--- config.mk ---
export PLATFORM = sky130hd
export DESIGN_NAME = cdcrs_top
export DESIGN_NICKNAME = d
export VERILOG_FILES = /design/src/cdcrs_pkg.sv /design/src/cdcrs_chan_if.sv /design/src/cdcrs_top.sv /design/src/cdcrs_sync.sv /design/src/cdcrs_result_reg.sv
export VERILOG_INCLUDE_DIRS = /design/src
export SDC_FILE = /design/constraint.sdc
export NUM_CORES = 1
export LEC_CHECK = 0
export BUFFER_PORTS_ARGS = -buffer_cell sky130_fd_sc_hd__buf_2
export CAP_MARGIN = 0
export CORE_ASPECT_RATIO = 1.1
export CORE_UTILIZATION = 35
export CTS_CLUSTER_SIZE = 8
export DETAILED_ROUTE_END_ITERATION = 16
export GPL_TIMING_DRIVEN = 0
export PLACE_DENSITY_LB_ADDON = 0.12
export SETUP_SLACK_MARGIN = 0.15
export SLEW_MARGIN = 20
export SYNTH_ARGS = -nofsm -noshare
export SYNTH_HDL_FRONTEND = slang
export SYNTH_HIERARCHICAL = 1
export SYNTH_SLANG_ARGS = --single-unit
--- constraint.sdc ---
create_clock -name ref_clk_in -period 4.43 [get_ports ref_clk_in]
set_input_delay 0 -clock ref_clk_in [delete_from_list [all_inputs] [get_ports ref_clk_in]]
set_output_delay 0 -clock ref_clk_in [all_outputs]
set_load 0.01 [all_outputs]
--- src/cdcrs_params.svh ---
`ifndef CDCRS_PARAMS_SVH
`define CDCRS_PARAMS_SVH

// ==========================================================
// register pointer addresses
`define CDCRS_ADDR_STATUS 8'h00
`define CDCRS_ADDR_CAP_H 8'h01
`define CDCRS_ADDR_CAP_M 8'h02
`define CDCRS_ADDR_CAP_L 8'h03
`define CDCRS_ADDR_AUX_H 8'h04
`define CDCRS_ADDR_AUX_M 8'h05
`define CDCRS_ADDR_AUX_L 8'h06

// ==========================================================
// field layouts
`define CDCRS_HI_MSB 23
`define CDCRS_HI_LSB 16
`define CDCRS_MID_MSB 15
`define CDCRS_MID_LSB 8
`define CDCRS_LO_MSB 7
`define CDCRS_LO_LSB 0
`define CDCRS_BYTE_MSB 7
`define CDCRS_SLAVE_MSB 7
`define CDCRS_SLAVE_LSB 1
`define CDCRS_RW_BIT 0

// ==========================================================
// reset values and constants
`define CDCRS_FLAG_IDLE 1'b1
`define CDCRS_FLAG_DONE 1'b0
`define CDCRS_RESULT_RESET 24'h000000
`define CDCRS_UNUSED_BITS 5'h00
`define CDCRS_BYTE_ZERO 8'h00
`define CDCRS_PTR_STEP 8'h01
`define CDCRS_SLAVE_ADDR 7'h48
`define CDCRS_BITS_PER_BYTE 4'h8
`define CDCRS_CNT_ZERO 4'h0
`define CDCRS_CNT_STEP 4'h1
`define CDCRS_SYNC_IDLE 2'h3
`define CDCRS_PIN_SCL 0
`define CDCRS_PIN_SDA 1

`endif

--- src/cdcrs_pkg.sv ---
package cdcrs_pkg;
  // ==========================================================
  // shared types
  typedef logic [23:0] cdcrs_result_t;
  typedef logic [7:0] cdcrs_byte_t;
  typedef enum logic [3:0] {
    CDCRS_IDLE,
    CDCRS_ADDR,
    CDCRS_ADDR_ACK,
    CDCRS_PTR,
    CDCRS_PTR_ACK,
    CDCRS_WDATA,
    CDCRS_WDATA_ACK,
    CDCRS_RDATA,
    CDCRS_RACK
  } cdcrs_i2c_state_t;
endpackage

--- src/cdcrs_chan_if.sv ---
`timescale 1ns/100ps
interface cdcrs_chan_if;
  // ==========================================================
  // one result channel between bus logic and its register
  logic valid;
  cdcrs_pkg::cdcrs_result_t data;
  logic hold_set;
  logic bus_stop;
  cdcrs_pkg::cdcrs_result_t value;
  logic done_n;
  logic loaded;
  logic read_done;
  modport reg_side (
    input valid, data, hold_set, bus_stop,
    output value, done_n, loaded, read_done
  );
  modport bus_side (
    output valid, data, hold_set, bus_stop,
    input value, done_n, loaded, read_done
  );
endinterface

--- src/cdcrs_top.sv ---
// How it works
// - combined flag low when enabled channels done
// - both enabled: low only after both finish
// - combined flag high on read or next result
// - capacitive only: combined follows capacitive flag
// - aux flag low on fresh unread result
// - capacitive flag low on fresh unread result
// - status bits 7..3 always read zero
// - ready pin equals combined flag
// - capacitive result at pointers 1..3, MSB first
// - capacitive register frozen from the cycle after its first byte is fetched
// - stop ends read, updates resume after
// - capacitive code is offset binary
// - aux result at pointers 4..6
// - aux register frozen from the cycle after its first byte is fetched
// - voltage code is offset binary
// - temperature code divided 2048 minus 4096
// - reset: status 0x07, results zero
// - pointer increments per byte, twice for a refused last byte, until stop
// - capacitive results only when channel enabled
`timescale 1ns/100ps
`include "cdcrs_params.svh"
module cdcrs_top (
  // clock and reset
  input wire logic ref_clk_in,
  input wire logic rst_b_in,
  // 2-wire serial pins
  input wire logic scl_in,
  input wire logic sda_in,
  output logic sda_out,
  output logic sda_oe_out,
  // converter results
  input wire logic capacitive_channel_on_in,
  input wire logic voltage_temperature_channel_on_in,
  input wire logic cap_valid_in,
  input wire logic [23:0] cap_result_in,
  input wire logic aux_valid_in,
  input wire logic [23:0] aux_result_in,
  // ready pin
  output logic rdy_n_out
);
  cdcrs_chan_if cap_ch ();
  cdcrs_chan_if aux_ch ();

  logic [1:0] pins;
  logic scl_q;
  logic sda_q;
  logic scl_rise;
  logic scl_fall;
  logic bus_start;
  logic bus_stop;
  cdcrs_pkg::cdcrs_i2c_state_t state;
  logic [3:0] bit_cnt;
  cdcrs_pkg::cdcrs_byte_t shift_rx;
  cdcrs_pkg::cdcrs_byte_t shift_tx;
  cdcrs_pkg::cdcrs_byte_t ptr;
  cdcrs_pkg::cdcrs_byte_t read_byte;
  logic rw_read;
  logic master_ack;
  logic load_tx;
  logic rdy_n;
  logic rnd_cap;
  logic rnd_aux;
  logic next_rnd_cap;
  logic next_rnd_aux;
  logic any_load;
  logic round_done;
  logic cap_en;
  logic aux_en;
  logic next_rdy_n;
  cdcrs_pkg::cdcrs_byte_t status_byte;

  // ==========================================================
  // pin synchronisers and bus events
  cdcrs_sync u_sync (
    .ref_clk_in(ref_clk_in),
    .rst_b_in(rst_b_in),
    .async_in({sda_in, scl_in}),
    .sync_out(pins)
  );

  always_ff @(posedge ref_clk_in) begin
    if (!rst_b_in) begin
      scl_q <= 1'b1;
      sda_q <= 1'b1;
    end else begin
      scl_q <= pins[`CDCRS_PIN_SCL];
      sda_q <= pins[`CDCRS_PIN_SDA];
    end
  end

  assign scl_rise = pins[`CDCRS_PIN_SCL] & ~scl_q;
  assign scl_fall = ~pins[`CDCRS_PIN_SCL] & scl_q;
  assign bus_start = scl_q & pins[`CDCRS_PIN_SCL] & sda_q & ~pins[`CDCRS_PIN_SDA];
  assign bus_stop = scl_q & pins[`CDCRS_PIN_SCL] & ~sda_q & pins[`CDCRS_PIN_SDA];

  // ==========================================================
  // result registers
  assign cap_en = capacitive_channel_on_in;
  assign aux_en = voltage_temperature_channel_on_in;
  assign cap_ch.valid = cap_valid_in & cap_en;
  assign cap_ch.data = cap_result_in;
  assign cap_ch.bus_stop = bus_stop;
  assign aux_ch.valid = aux_valid_in & aux_en;
  assign aux_ch.data = aux_result_in;
  assign aux_ch.bus_stop = bus_stop;

  // a data byte fetched by the bus freezes its register until stop
  assign load_tx = (state == cdcrs_pkg::CDCRS_ADDR_ACK && scl_fall && rw_read)
    || (state == cdcrs_pkg::CDCRS_RACK && scl_fall && master_ack);
  assign cap_ch.hold_set = load_tx && ptr >= `CDCRS_ADDR_CAP_H && ptr <= `CDCRS_ADDR_CAP_L;
  assign aux_ch.hold_set = load_tx && ptr >= `CDCRS_ADDR_AUX_H && ptr <= `CDCRS_ADDR_AUX_L;

  cdcrs_result_reg u_cap (
    .ref_clk_in(ref_clk_in),
    .rst_b_in(rst_b_in),
    .ch(cap_ch.reg_side)
  );

  cdcrs_result_reg u_aux (
    .ref_clk_in(ref_clk_in),
    .rst_b_in(rst_b_in),
    .ch(aux_ch.reg_side)
  );

  // ==========================================================
  // combined flag
  // a round collects one fresh result per enabled channel
  assign next_rnd_cap = rnd_cap | cap_ch.loaded;
  assign next_rnd_aux = rnd_aux | aux_ch.loaded;
  assign any_load = cap_ch.loaded | aux_ch.loaded;
  assign round_done = any_load && (cap_en || aux_en)
    && (!cap_en || next_rnd_cap) && (!aux_en || next_rnd_aux);

  always_ff @(posedge ref_clk_in) begin
    if (!rst_b_in) begin
      rnd_cap <= 1'b0;
      rnd_aux <= 1'b0;
    end else if (round_done) begin
      rnd_cap <= 1'b0;
      rnd_aux <= 1'b0;
    end else begin
      rnd_cap <= next_rnd_cap;
      rnd_aux <= next_rnd_aux;
    end
  end

  // flag and pin share one next value so they never differ
  always_comb begin
    next_rdy_n = rdy_n;
    if (round_done) begin
      next_rdy_n = `CDCRS_FLAG_DONE;
    end else if (any_load || (cap_ch.read_done && cap_en) || (aux_ch.read_done && aux_en)) begin
      next_rdy_n = `CDCRS_FLAG_IDLE;
    end
  end

  always_ff @(posedge ref_clk_in) begin
    if (!rst_b_in) begin
      rdy_n <= `CDCRS_FLAG_IDLE;
      rdy_n_out <= `CDCRS_FLAG_IDLE;
    end else begin
      rdy_n <= next_rdy_n;
      rdy_n_out <= next_rdy_n;
    end
  end

  // ==========================================================
  // read multiplexer
  // unused upper status bits are tied here, no state can leak through them
  assign status_byte = {`CDCRS_UNUSED_BITS, rdy_n, aux_ch.done_n, cap_ch.done_n};

  always_comb begin
    case (ptr)
      `CDCRS_ADDR_STATUS: read_byte = status_byte;
      `CDCRS_ADDR_CAP_H: read_byte = cap_ch.value[`CDCRS_HI_MSB:`CDCRS_HI_LSB];
      `CDCRS_ADDR_CAP_M: read_byte = cap_ch.value[`CDCRS_MID_MSB:`CDCRS_MID_LSB];
      `CDCRS_ADDR_CAP_L: read_byte = cap_ch.value[`CDCRS_LO_MSB:`CDCRS_LO_LSB];
      `CDCRS_ADDR_AUX_H: read_byte = aux_ch.value[`CDCRS_HI_MSB:`CDCRS_HI_LSB];
      `CDCRS_ADDR_AUX_M: read_byte = aux_ch.value[`CDCRS_MID_MSB:`CDCRS_MID_LSB];
      `CDCRS_ADDR_AUX_L: read_byte = aux_ch.value[`CDCRS_LO_MSB:`CDCRS_LO_LSB];
      default: read_byte = `CDCRS_BYTE_ZERO;
    endcase
  end

  // ==========================================================
  // serial slave state machine
  // limitation: scl must stay low for several ref clocks, fine for standard bus rates
  always_ff @(posedge ref_clk_in) begin
    if (!rst_b_in) begin
      state <= cdcrs_pkg::CDCRS_IDLE;
      bit_cnt <= `CDCRS_CNT_ZERO;
      shift_tx <= `CDCRS_BYTE_ZERO;
      rw_read <= 1'b0;
    end else if (bus_stop) begin
      state <= cdcrs_pkg::CDCRS_IDLE;
      bit_cnt <= `CDCRS_CNT_ZERO;
      rw_read <= 1'b0;
    end else if (bus_start) begin
      state <= cdcrs_pkg::CDCRS_ADDR;
      bit_cnt <= `CDCRS_CNT_ZERO;
    end else begin
      if (scl_rise) begin
        bit_cnt <= bit_cnt + `CDCRS_CNT_STEP;
      end
      if (scl_fall) begin
        case (state)
          cdcrs_pkg::CDCRS_ADDR: begin
            if (bit_cnt == `CDCRS_BITS_PER_BYTE) begin
              if (shift_rx[`CDCRS_SLAVE_MSB:`CDCRS_SLAVE_LSB] == `CDCRS_SLAVE_ADDR) begin
                state <= cdcrs_pkg::CDCRS_ADDR_ACK;
                rw_read <= shift_rx[`CDCRS_RW_BIT];
              end else begin
                state <= cdcrs_pkg::CDCRS_IDLE;
              end
            end
          end
          cdcrs_pkg::CDCRS_ADDR_ACK: begin
            bit_cnt <= `CDCRS_CNT_ZERO;
            if (rw_read) begin
              state <= cdcrs_pkg::CDCRS_RDATA;
              shift_tx <= read_byte;
            end else begin
              state <= cdcrs_pkg::CDCRS_PTR;
            end
          end
          cdcrs_pkg::CDCRS_PTR: begin
            if (bit_cnt == `CDCRS_BITS_PER_BYTE) begin
              state <= cdcrs_pkg::CDCRS_PTR_ACK;
            end
          end
          cdcrs_pkg::CDCRS_PTR_ACK: begin
            bit_cnt <= `CDCRS_CNT_ZERO;
            state <= cdcrs_pkg::CDCRS_WDATA;
          end
          cdcrs_pkg::CDCRS_WDATA: begin
            if (bit_cnt == `CDCRS_BITS_PER_BYTE) begin
              state <= cdcrs_pkg::CDCRS_WDATA_ACK;
            end
          end
          cdcrs_pkg::CDCRS_WDATA_ACK: begin
            bit_cnt <= `CDCRS_CNT_ZERO;
            state <= cdcrs_pkg::CDCRS_WDATA;
          end
          cdcrs_pkg::CDCRS_RDATA: begin
            if (bit_cnt == `CDCRS_BITS_PER_BYTE) begin
              state <= cdcrs_pkg::CDCRS_RACK;
            end else begin
              shift_tx <= {shift_tx[`CDCRS_BYTE_MSB-1:0], 1'b0};
            end
          end
          cdcrs_pkg::CDCRS_RACK: begin
            bit_cnt <= `CDCRS_CNT_ZERO;
            if (master_ack) begin
              state <= cdcrs_pkg::CDCRS_RDATA;
              shift_tx <= read_byte;
            end else begin
              state <= cdcrs_pkg::CDCRS_IDLE;
            end
          end
          default: begin
            state <= cdcrs_pkg::CDCRS_IDLE;
          end
        endcase
      end
    end
  end

  // ==========================================================
  // receive shifter; start and stop never coincide with an scl rise
  always_ff @(posedge ref_clk_in) begin
    if (!rst_b_in) begin
      shift_rx <= `CDCRS_BYTE_ZERO;
    end else if (scl_rise) begin
      shift_rx <= {shift_rx[`CDCRS_BYTE_MSB-1:0], pins[`CDCRS_PIN_SDA]};
    end
  end

  // master acknowledge, sampled on the ninth bit of a read byte
  always_ff @(posedge ref_clk_in) begin
    if (!rst_b_in) begin
      master_ack <= 1'b0;
    end else if (scl_rise && state == cdcrs_pkg::CDCRS_RACK) begin
      master_ack <= ~pins[`CDCRS_PIN_SDA];
    end
  end

  // ==========================================================
  // address pointer
  always_ff @(posedge ref_clk_in) begin
    if (!rst_b_in) begin
      ptr <= `CDCRS_BYTE_ZERO;
    end else if (scl_fall && !bus_stop && !bus_start) begin
      if (state == cdcrs_pkg::CDCRS_PTR && bit_cnt == `CDCRS_BITS_PER_BYTE) begin
        ptr <= shift_rx;
      end else if (load_tx) begin
        ptr <= ptr + `CDCRS_PTR_STEP;
      end else if (state == cdcrs_pkg::CDCRS_RACK && !master_ack) begin
        // a refused last byte was still transferred
        ptr <= ptr + `CDCRS_PTR_STEP;
      end else if (state == cdcrs_pkg::CDCRS_WDATA && bit_cnt == `CDCRS_BITS_PER_BYTE) begin
        // written bytes are dropped, the registers here are read only
        ptr <= ptr + `CDCRS_PTR_STEP;
      end
    end
  end

  // ==========================================================
  // open-drain data pin; only a low is ever driven
  always_ff @(posedge ref_clk_in) begin
    if (!rst_b_in) begin
      sda_out <= 1'b0;
      sda_oe_out <= 1'b0;
    end else if (bus_stop || bus_start) begin
      sda_out <= 1'b0;
      sda_oe_out <= 1'b0;
    end else if (scl_fall) begin
      sda_out <= 1'b0;
      case (state)
        cdcrs_pkg::CDCRS_ADDR: begin
          sda_oe_out <= bit_cnt == `CDCRS_BITS_PER_BYTE
            && shift_rx[`CDCRS_SLAVE_MSB:`CDCRS_SLAVE_LSB] == `CDCRS_SLAVE_ADDR;
        end
        cdcrs_pkg::CDCRS_PTR, cdcrs_pkg::CDCRS_WDATA: begin
          sda_oe_out <= bit_cnt == `CDCRS_BITS_PER_BYTE;
        end
        cdcrs_pkg::CDCRS_ADDR_ACK: begin
          sda_oe_out <= rw_read && !read_byte[`CDCRS_BYTE_MSB];
        end
        cdcrs_pkg::CDCRS_RDATA: begin
          sda_oe_out <= bit_cnt != `CDCRS_BITS_PER_BYTE && !shift_tx[`CDCRS_BYTE_MSB-1];
        end
        cdcrs_pkg::CDCRS_RACK: begin
          sda_oe_out <= master_ack && !read_byte[`CDCRS_BYTE_MSB];
        end
        default: begin
          sda_oe_out <= 1'b0;
        end
      endcase
    end
  end
endmodule

--- src/cdcrs_sync.sv ---
`timescale 1ns/100ps
`include "cdcrs_params.svh"
module cdcrs_sync (
  // clock and reset
  input wire logic ref_clk_in,
  input wire logic rst_b_in,
  // pins
  input wire logic [1:0] async_in,
  output logic [1:0] sync_out
);
  logic [1:0] stage1;
  localparam logic [1:0] sync_idle = `CDCRS_SYNC_IDLE;

  // ==========================================================
  // two flops per pin; only the second stage is read
  genvar i;
  generate
    for (i = 0; i < 2; i = i + 1) begin : g_bit
      always_ff @(posedge ref_clk_in) begin
        if (!rst_b_in) begin
          stage1[i] <= sync_idle[i];
          sync_out[i] <= sync_idle[i];
        end else begin
          stage1[i] <= async_in[i];
          sync_out[i] <= stage1[i];
        end
      end
    end
  endgenerate
endmodule

--- src/cdcrs_result_reg.sv ---
`timescale 1ns/100ps
`include "cdcrs_params.svh"
module cdcrs_result_reg (
  // clock and reset
  input wire logic ref_clk_in,
  input wire logic rst_b_in,
  // channel
  cdcrs_chan_if.reg_side ch
);
  logic hold;

  // ==========================================================
  // load and discard
  assign ch.loaded = ch.valid & ~hold;
  assign ch.read_done = ch.bus_stop & hold;

  always_ff @(posedge ref_clk_in) begin
    if (!rst_b_in) begin
      ch.value <= `CDCRS_RESULT_RESET;
    end else if (ch.loaded) begin
      // code passes through unchanged, converter supplies the scaling
      ch.value <= ch.data;
    end
  end

  // ==========================================================
  // hold from first data byte read until stop
  always_ff @(posedge ref_clk_in) begin
    if (!rst_b_in) begin
      hold <= 1'b0;
    end else if (ch.bus_stop) begin
      hold <= 1'b0;
    end else if (ch.hold_set) begin
      hold <= 1'b1;
    end
  end

  // ==========================================================
  // per-channel flag; a load beats a read completion
  always_ff @(posedge ref_clk_in) begin
    if (!rst_b_in) begin
      ch.done_n <= `CDCRS_FLAG_IDLE;
    end else if (ch.loaded) begin
      ch.done_n <= `CDCRS_FLAG_DONE;
    end else if (ch.read_done) begin
      ch.done_n <= `CDCRS_FLAG_IDLE;
    end
  end
endmodule

# Yosys cells after proc, flatten, opt, wreduce, memory -nomap -nowiden

Cells that the tools add are included.

Register bits after elaboration: 95
Output and inout port bits: 3
Bits in latches: 0
Memory bits (writable): 0
Input bits: 56
Memories kept: 0
Memory bits (read-only): 0

Reduce and logical (&&, ||, !) cells: 56
Multiplexer cells: 29
Multiply operators: 0
Equal/unequal tests: 28
Add/subtract/negate cells: 2
Order comparisons: 4
Bitwise gates (word level): 25
Shift-type cells: 0
Divide/modulo/power cells: 0

Operators by type and width:

| kind                                                           | number |
|---|---|
| case mux 8 bit (7 select lines)                                | 1 |
| two-way mux 8 bit                                              | 4 |
| two-way mux 4 bit                                              | 7 |
| case mux 4 bit (7 select lines)                                | 1 |
| equality test 8 x 3 -> 1 bit, second input constant            | 3 |
| logical AND 1 bit                                              | 23 |
| two-way mux 7 bit                                              | 3 |
| case mux 7 bit (3 select lines)                                | 1 |
| equality test 4 x 3 -> 1 bit, second input constant            | 4 |
| equality test 8 x 2 -> 1 bit, second input constant            | 2 |
| AND reduction 5 bit                                            | 3 |
| AND 1 bit                                                      | 13 |
| inequality test 2 bit, second input constant                   | 6 |
| OR reduction 2 bit                                             | 5 |
| inequality test 3 bit, second input constant                   | 3 |
| inverter 1 bit                                                 | 9 |
| adder 8 x 1 -> 8 bit, second input constant                    | 1 |
| equality test 4 x 2 -> 1 bit, second input constant            | 2 |
| equality test 4 bit, second input constant                     | 2 |
| equality test 8 x 1 -> 1 bit, second input constant            | 1 |
| >= comparator 8 x 1 -> 1 bit, second input constant            | 1 |
| >= comparator 8 x 3 -> 1 bit, second input constant            | 1 |
| less-or-equal comparator 8 x 2 -> 1 bit, second input constant | 1 |
| less-or-equal comparator 8 x 3 -> 1 bit, second input constant | 1 |
| other kinds (21)                                               | 46 |

# Longest topological paths before layout

Depth in word-level cells: 9
Gate-level depth with buffers: 9

# Modules after synthesis

The synthesis kept the hierarchy.

Modules (own cells, without submodules):

| module           | area each (um^2) | seq. area each (um^2) | cells each | instances |
|---|---|---|---|---|
| cdcrs_top        | 2,606.2          | 780.7                 | 332        | 1 |
| cdcrs_result_reg | 1,058.5          | 520.5                 | 113        | 2 |
| cdcrs_sync       | 105.1            | 80.1                  | 8          | 1 |

# Worst setup path after synthesis

Ideal clock, no wire load.

Kind: register -> register
Start: reg bit_cnt[0]
End: reg ptr[1]
Setup slack: 2,659 ps
Arrival time: 1,649 ps
Required time: 4,307 ps
Stages on the path, launching flop included: 9
Clock period less this slack: 1,771 ps
Cells stage by stage: dfxtp_1 -> inv_1 -> ha_1 -> nand3b_2 -> or3_1 -> buf_2 -> mux2_1 -> nor2_1 -> a211oi_1

Cells in the longest elaborated chain, start to end: 4
Elaborated cells on any way between the ends: 6
Those cells by class: 1 x eq/ne; 1 x mux; 4 x reduce/logical

Ends and longest elaborated chain:

| what                            | RTL line         | text |
|---|---|---|
| start, declared                 | cdcrs_top.sv:53  | `logic [3:0] bit_cnt;` |
| start signal, assigned          | cdcrs_top.sv:192 | `` bit_cnt <= `CDCRS_CNT_ZERO; `` |
| start signal, assigned          | cdcrs_top.sv:197 | `` bit_cnt <= `CDCRS_CNT_ZERO; `` |
| start signal, assigned          | cdcrs_top.sv:201 | `` bit_cnt <= `CDCRS_CNT_ZERO; `` |
| equality test 4 bit (no line) * | --               |  |
| logical AND 1 bit (no line)     | --               |  |
| nonzero test 4 bit (no line)    | --               |  |
| AND reduction 2 bit (no line)   | --               |  |
| end signal, assigned            | cdcrs_top.sv:292 | `` ptr <= `CDCRS_BYTE_ZERO; `` |
| end signal, assigned            | cdcrs_top.sv:295 | `ptr <= shift_rx;` |
| end signal, assigned            | cdcrs_top.sv:297 | `` ptr <= ptr + `CDCRS_PTR_STEP; `` |
| end, declared                   | cdcrs_top.sv:56  | `cdcrs_pkg::cdcrs_byte_t ptr;` |

Every way passes the cells marked *; elsewhere a longest branch is shown, timed or not.
A chain may end at the register's enable or synchronous reset.

# Worst setup path after layout

Start: reg ptr[1]
End: reg sda_oe_out

Cells in the longest elaborated chain, start to end: 5
Elaborated cells on any way between the ends: 12
Those cells by class: 6 x eq/ne; 2 x mux; 4 x reduce/logical

Ends and longest elaborated chain:

| what                                                 | RTL line                           | text |
|---|---|---|
| equality test 8 x 3 -> 1 bit (tied with other cells) | cdcrs_top.sv:174                   | `case (ptr)` |
| case mux 8 bit (7 select lines) *                    | cdcrs_top.sv:174                   |  |
| logical NOT 1 bit *                                  | cdcrs_top.sv:328, cdcrs_top.sv:334 |  |
| logical AND 1 bit, on equally long branches          | cdcrs_top.sv:334, cdcrs_top.sv:328 |  |
| case mux 1 bit (5 select lines) *                    | cdcrs_top.sv:319                   | `case (state)` |
| end signal, assigned                                 | cdcrs_top.sv:321                   | `` sda_oe_out <= bit_cnt == `CDCRS_BITS_PER_BYTE `` |
| end signal, assigned                                 | cdcrs_top.sv:328                   | `` sda_oe_out <= rw_read && !read_byte[`CDCRS_BYTE_MSB]; `` |
| end signal, assigned                                 | cdcrs_top.sv:334                   | `` sda_oe_out <= master_ack && !read_byte[`CDCRS_BYTE_MSB]; `` |
| end, declared                                        | cdcrs_top.sv:31                    | `output logic sda_oe_out,` |

Marked as above.

==> impl_metrics.toml <==
[setup_path]
crit_path_max_incr_delay_ns = 0.50
cpMaxStageDelayCell = "clkbuf_1"
worst-setup-path-type = "register to register"
cp_num_buf_inv = 3
cpLargestDelayFamily = "buffers and inverters"
timing.rr.start = "ptr[1]"
cp-start-kind = "register"
startpoint = "ptr[1]"
cp_data_required_time_ns = 4.67
path_cells = "inv_1 > ha_1 > clkbuf_1 > clkbuf_1 > a22oi_1 > nand2_1 > nand2_1 > o21ai_0 > a21oi_1"
cp_max_fo = 10
endpoint_kind = "register"
worst_ep_arrival_time_ns = 2.58

[sta]
tightest_slew_ns = 0.701
min_period_ns = 2.33
relSlewSlack_pct = 52.8
rsz0062_at_grt = "no"
timing.fmax_mhz = 428
skew_ns = 0.0138
fin_tns_setup_ns = 0
finalMaxSlewViolations = 0
hold_viol = 0
setup_slack_ns = 2.10
timing.final.crit_share_pct = 52.7
setup_viol = 0

[synthesis]
synth_edf_count = 0
ys.flop_type = "dfxtp_1"
synth_area_um2 = 4830
synth_cells = 566
synth.yosys.warnings = 6
async_flop_share_pct = 0
yosysSeqAreaShare_pct = 39.4
synth_mux_area_share_pct = 11.5
synth_compound_area_share_pct = 15.7
synth_nets = 628
synth_xor_area_share_pct = 0.907
yosys.area_share.simple_pct = 24.3
synthAdderAreaFrac_pct = 1.55
syn_avg_cell_area_um2 = 8.53
synth_top_family_by_area = "simple AND/OR/NAND/NOR gates"
synth_cell_type_count = 68
ys_ff_latch = 95

[die]
die-area_um2 = 14300
io_pins = 59
start_util_pct = 36.2
row_count = 44
die_height_um = 125
fp.dieW_um = 114
core_um2 = 13300

[global_routing]
overflow = 0
grt_use_total_pct = 19.7
antenna_found_initial = 0
grt_pass1_wl_um = 21800
grt_pass1_vias = 4384
grt_max_degree = 15

[place]
dp.final_hpwl_um = 9200
place_ws_ns = 2.11
numPortBuffers = 57
routabilityCongestion = 0.781
dp.cells = 807

[pwr]
p_leak_uw = 0.00233
p_comb_share_pct = 10.5
netSwitchingFraction_pct = 23.8
power_frac_clock_pct = 41.7
design_power_total_uw = 1890
power_density_nw_per_um2 = 306
p_int_uw = 1440
pwr-share-seq_pct = 47.8
p_sw_uw = 450
vdd_drop_max_v = 0.000178

[clocking]
cts_tree = "built"
cts_inserted_buffers = 9
clock_path_buffers = 2
cts_root_buf = "clkbuf_16"
cts.sinks = 95
hold_buffers = 53
clkLatencyLatePin_ns = 0.36
htreeDepth = 3
cts_setup_buffers = 0
clkTransAtPathRegs_ns = 0.06
post_cts_resized = 0

[route]
route.detailed.drc = 0
wire_per_inst_um = 15.0
viasPerCell = 5.05
totalWireLength_um = 13100
num_vias = 4416
first_pass_iters = 5
antenna_left = 0
drt_iter0_markers = 237

[finish]
final_cell_mix = "nand2_1, dfxtp_1, buf_2"
nets = 749
final_common_cell = "nand2_1"
area_delta_synth_final_pct = 27.8
diodes = 0
drive_gt1_share_pct = 16.9
fill_cells = 1362
stdcell_count = 875

[run]
cap_violations = 0

[min_path]
min_from = "voltage_temperature_channel_on_in"
hold_path.class = "primary input to register"

[status]
status = "completed"
[path summary, 6_finish.rpt]
kind	end	slack, ns	depth (start not counted)
max	sda_oe_out	2.10	9
min	rdy_n	0.007	3
max reg2reg	sda_oe_out	2.10	9
min reg2reg	u_sync/sync_out[0]	0.41	1
[synthesized netlist by cell type, types with 4 or more instances]
cell      instances  area (um2)
and2_1            4        25.0
a222oi_1         11         110
nand2_1         152         571
o32ai_1           4        35.0
nand4_1           4        25.0
inv_1             5        18.8
mux2i_1          52         521
nor2b_1           6        37.5
buf_12            4        80.1
nand3_1           8        40.0
buf_6             5        56.3
dfxtp_1          95        1900
nor3b_1           4        30.0
clkbuf_1         13        48.8
a22oi_1           8        60.1
nand2b_1         12        75.1
o21ai_1           6        30.0
ha_1              6        75.1
o211ai_1          5        37.5
o21ai_0          13        65.1
buf_2            17        85.1
a21oi_1          31         155
nor3_1            6        30.0
a31oi_1           6        37.5
nor2_1           26        97.6
[cell families (layout without fill, tap and decap cells)]
logic type | after synthesis | count (layout)
AOI/OAI and AO/OA | 107 | 107
xor gates and xnor gates | 5 | 5
adders and majority gates | 6 | 6
buffers and inverters | 49 | 174
DFF | 95 | 95
muxes | 55 | 55
other | 1 | 1
and+or+nand+nor | 248 | 248
[state kept, by name, indices dropped and copies added, names as in the netlist, 2 cells and up]
signal           cells
u_sync/sync_out      2
bit_cnt              4
shift_tx             7
u_aux/ch.value      24
shift_rx             8
u_cap/ch.value      24
u_sync/stage1        2
state                4
ptr                  8
[tightest hold or removal path, cell delays in order]
cell and delay (ns):
buf_2 0.10, a211oi_1 0.07, o21ai_0 0.14
[through the flow]
stage / hold slack [ns] / cell area, um2 / utilization [%]
after floorplan: 0.0730 / 4830 / -
after global placement: 0.184 / 5340 / 40.1
after detailed placement: 0.185 / 5350 / 40.1
after CTS: 0.00273 / 6170 / 46.3
after global routing: 0.0680 / 6170 / 46.3
final: 0.00703 / 6170 / 46.3
[routing by layer]
layer  vias up  track usage [%]  routed length, um
li1       2219                -                  -
met1      2106             24.1               5960
met2        73             34.1               6560
met3        18             2.62                354
met4         0             8.56                265
met5         -                0                  0
[area by class of cell]
type,count,area (um2),share of cell area (%)
inverter,6,22.5,0.365
clock inverter,3,43.8,0.710
tap,184,230,3.73
clock buffer,12,246,4.00
multi-input combinational,422,2610,42.3
sequential,95,1900,30.8
timing repair buffer,110,816,13.2
buffer,43,297,4.81
[power groups by stage]
stage	combinational, uW	clock, uW	sequential (uW)
after floorplan	109	0	916
after global placement	160	0	922
after detailed placement	164	0	923
after CTS	199	802	903
after global routing	220	832	906
final	198	789	903
Power figures use the tool's default switching activity.
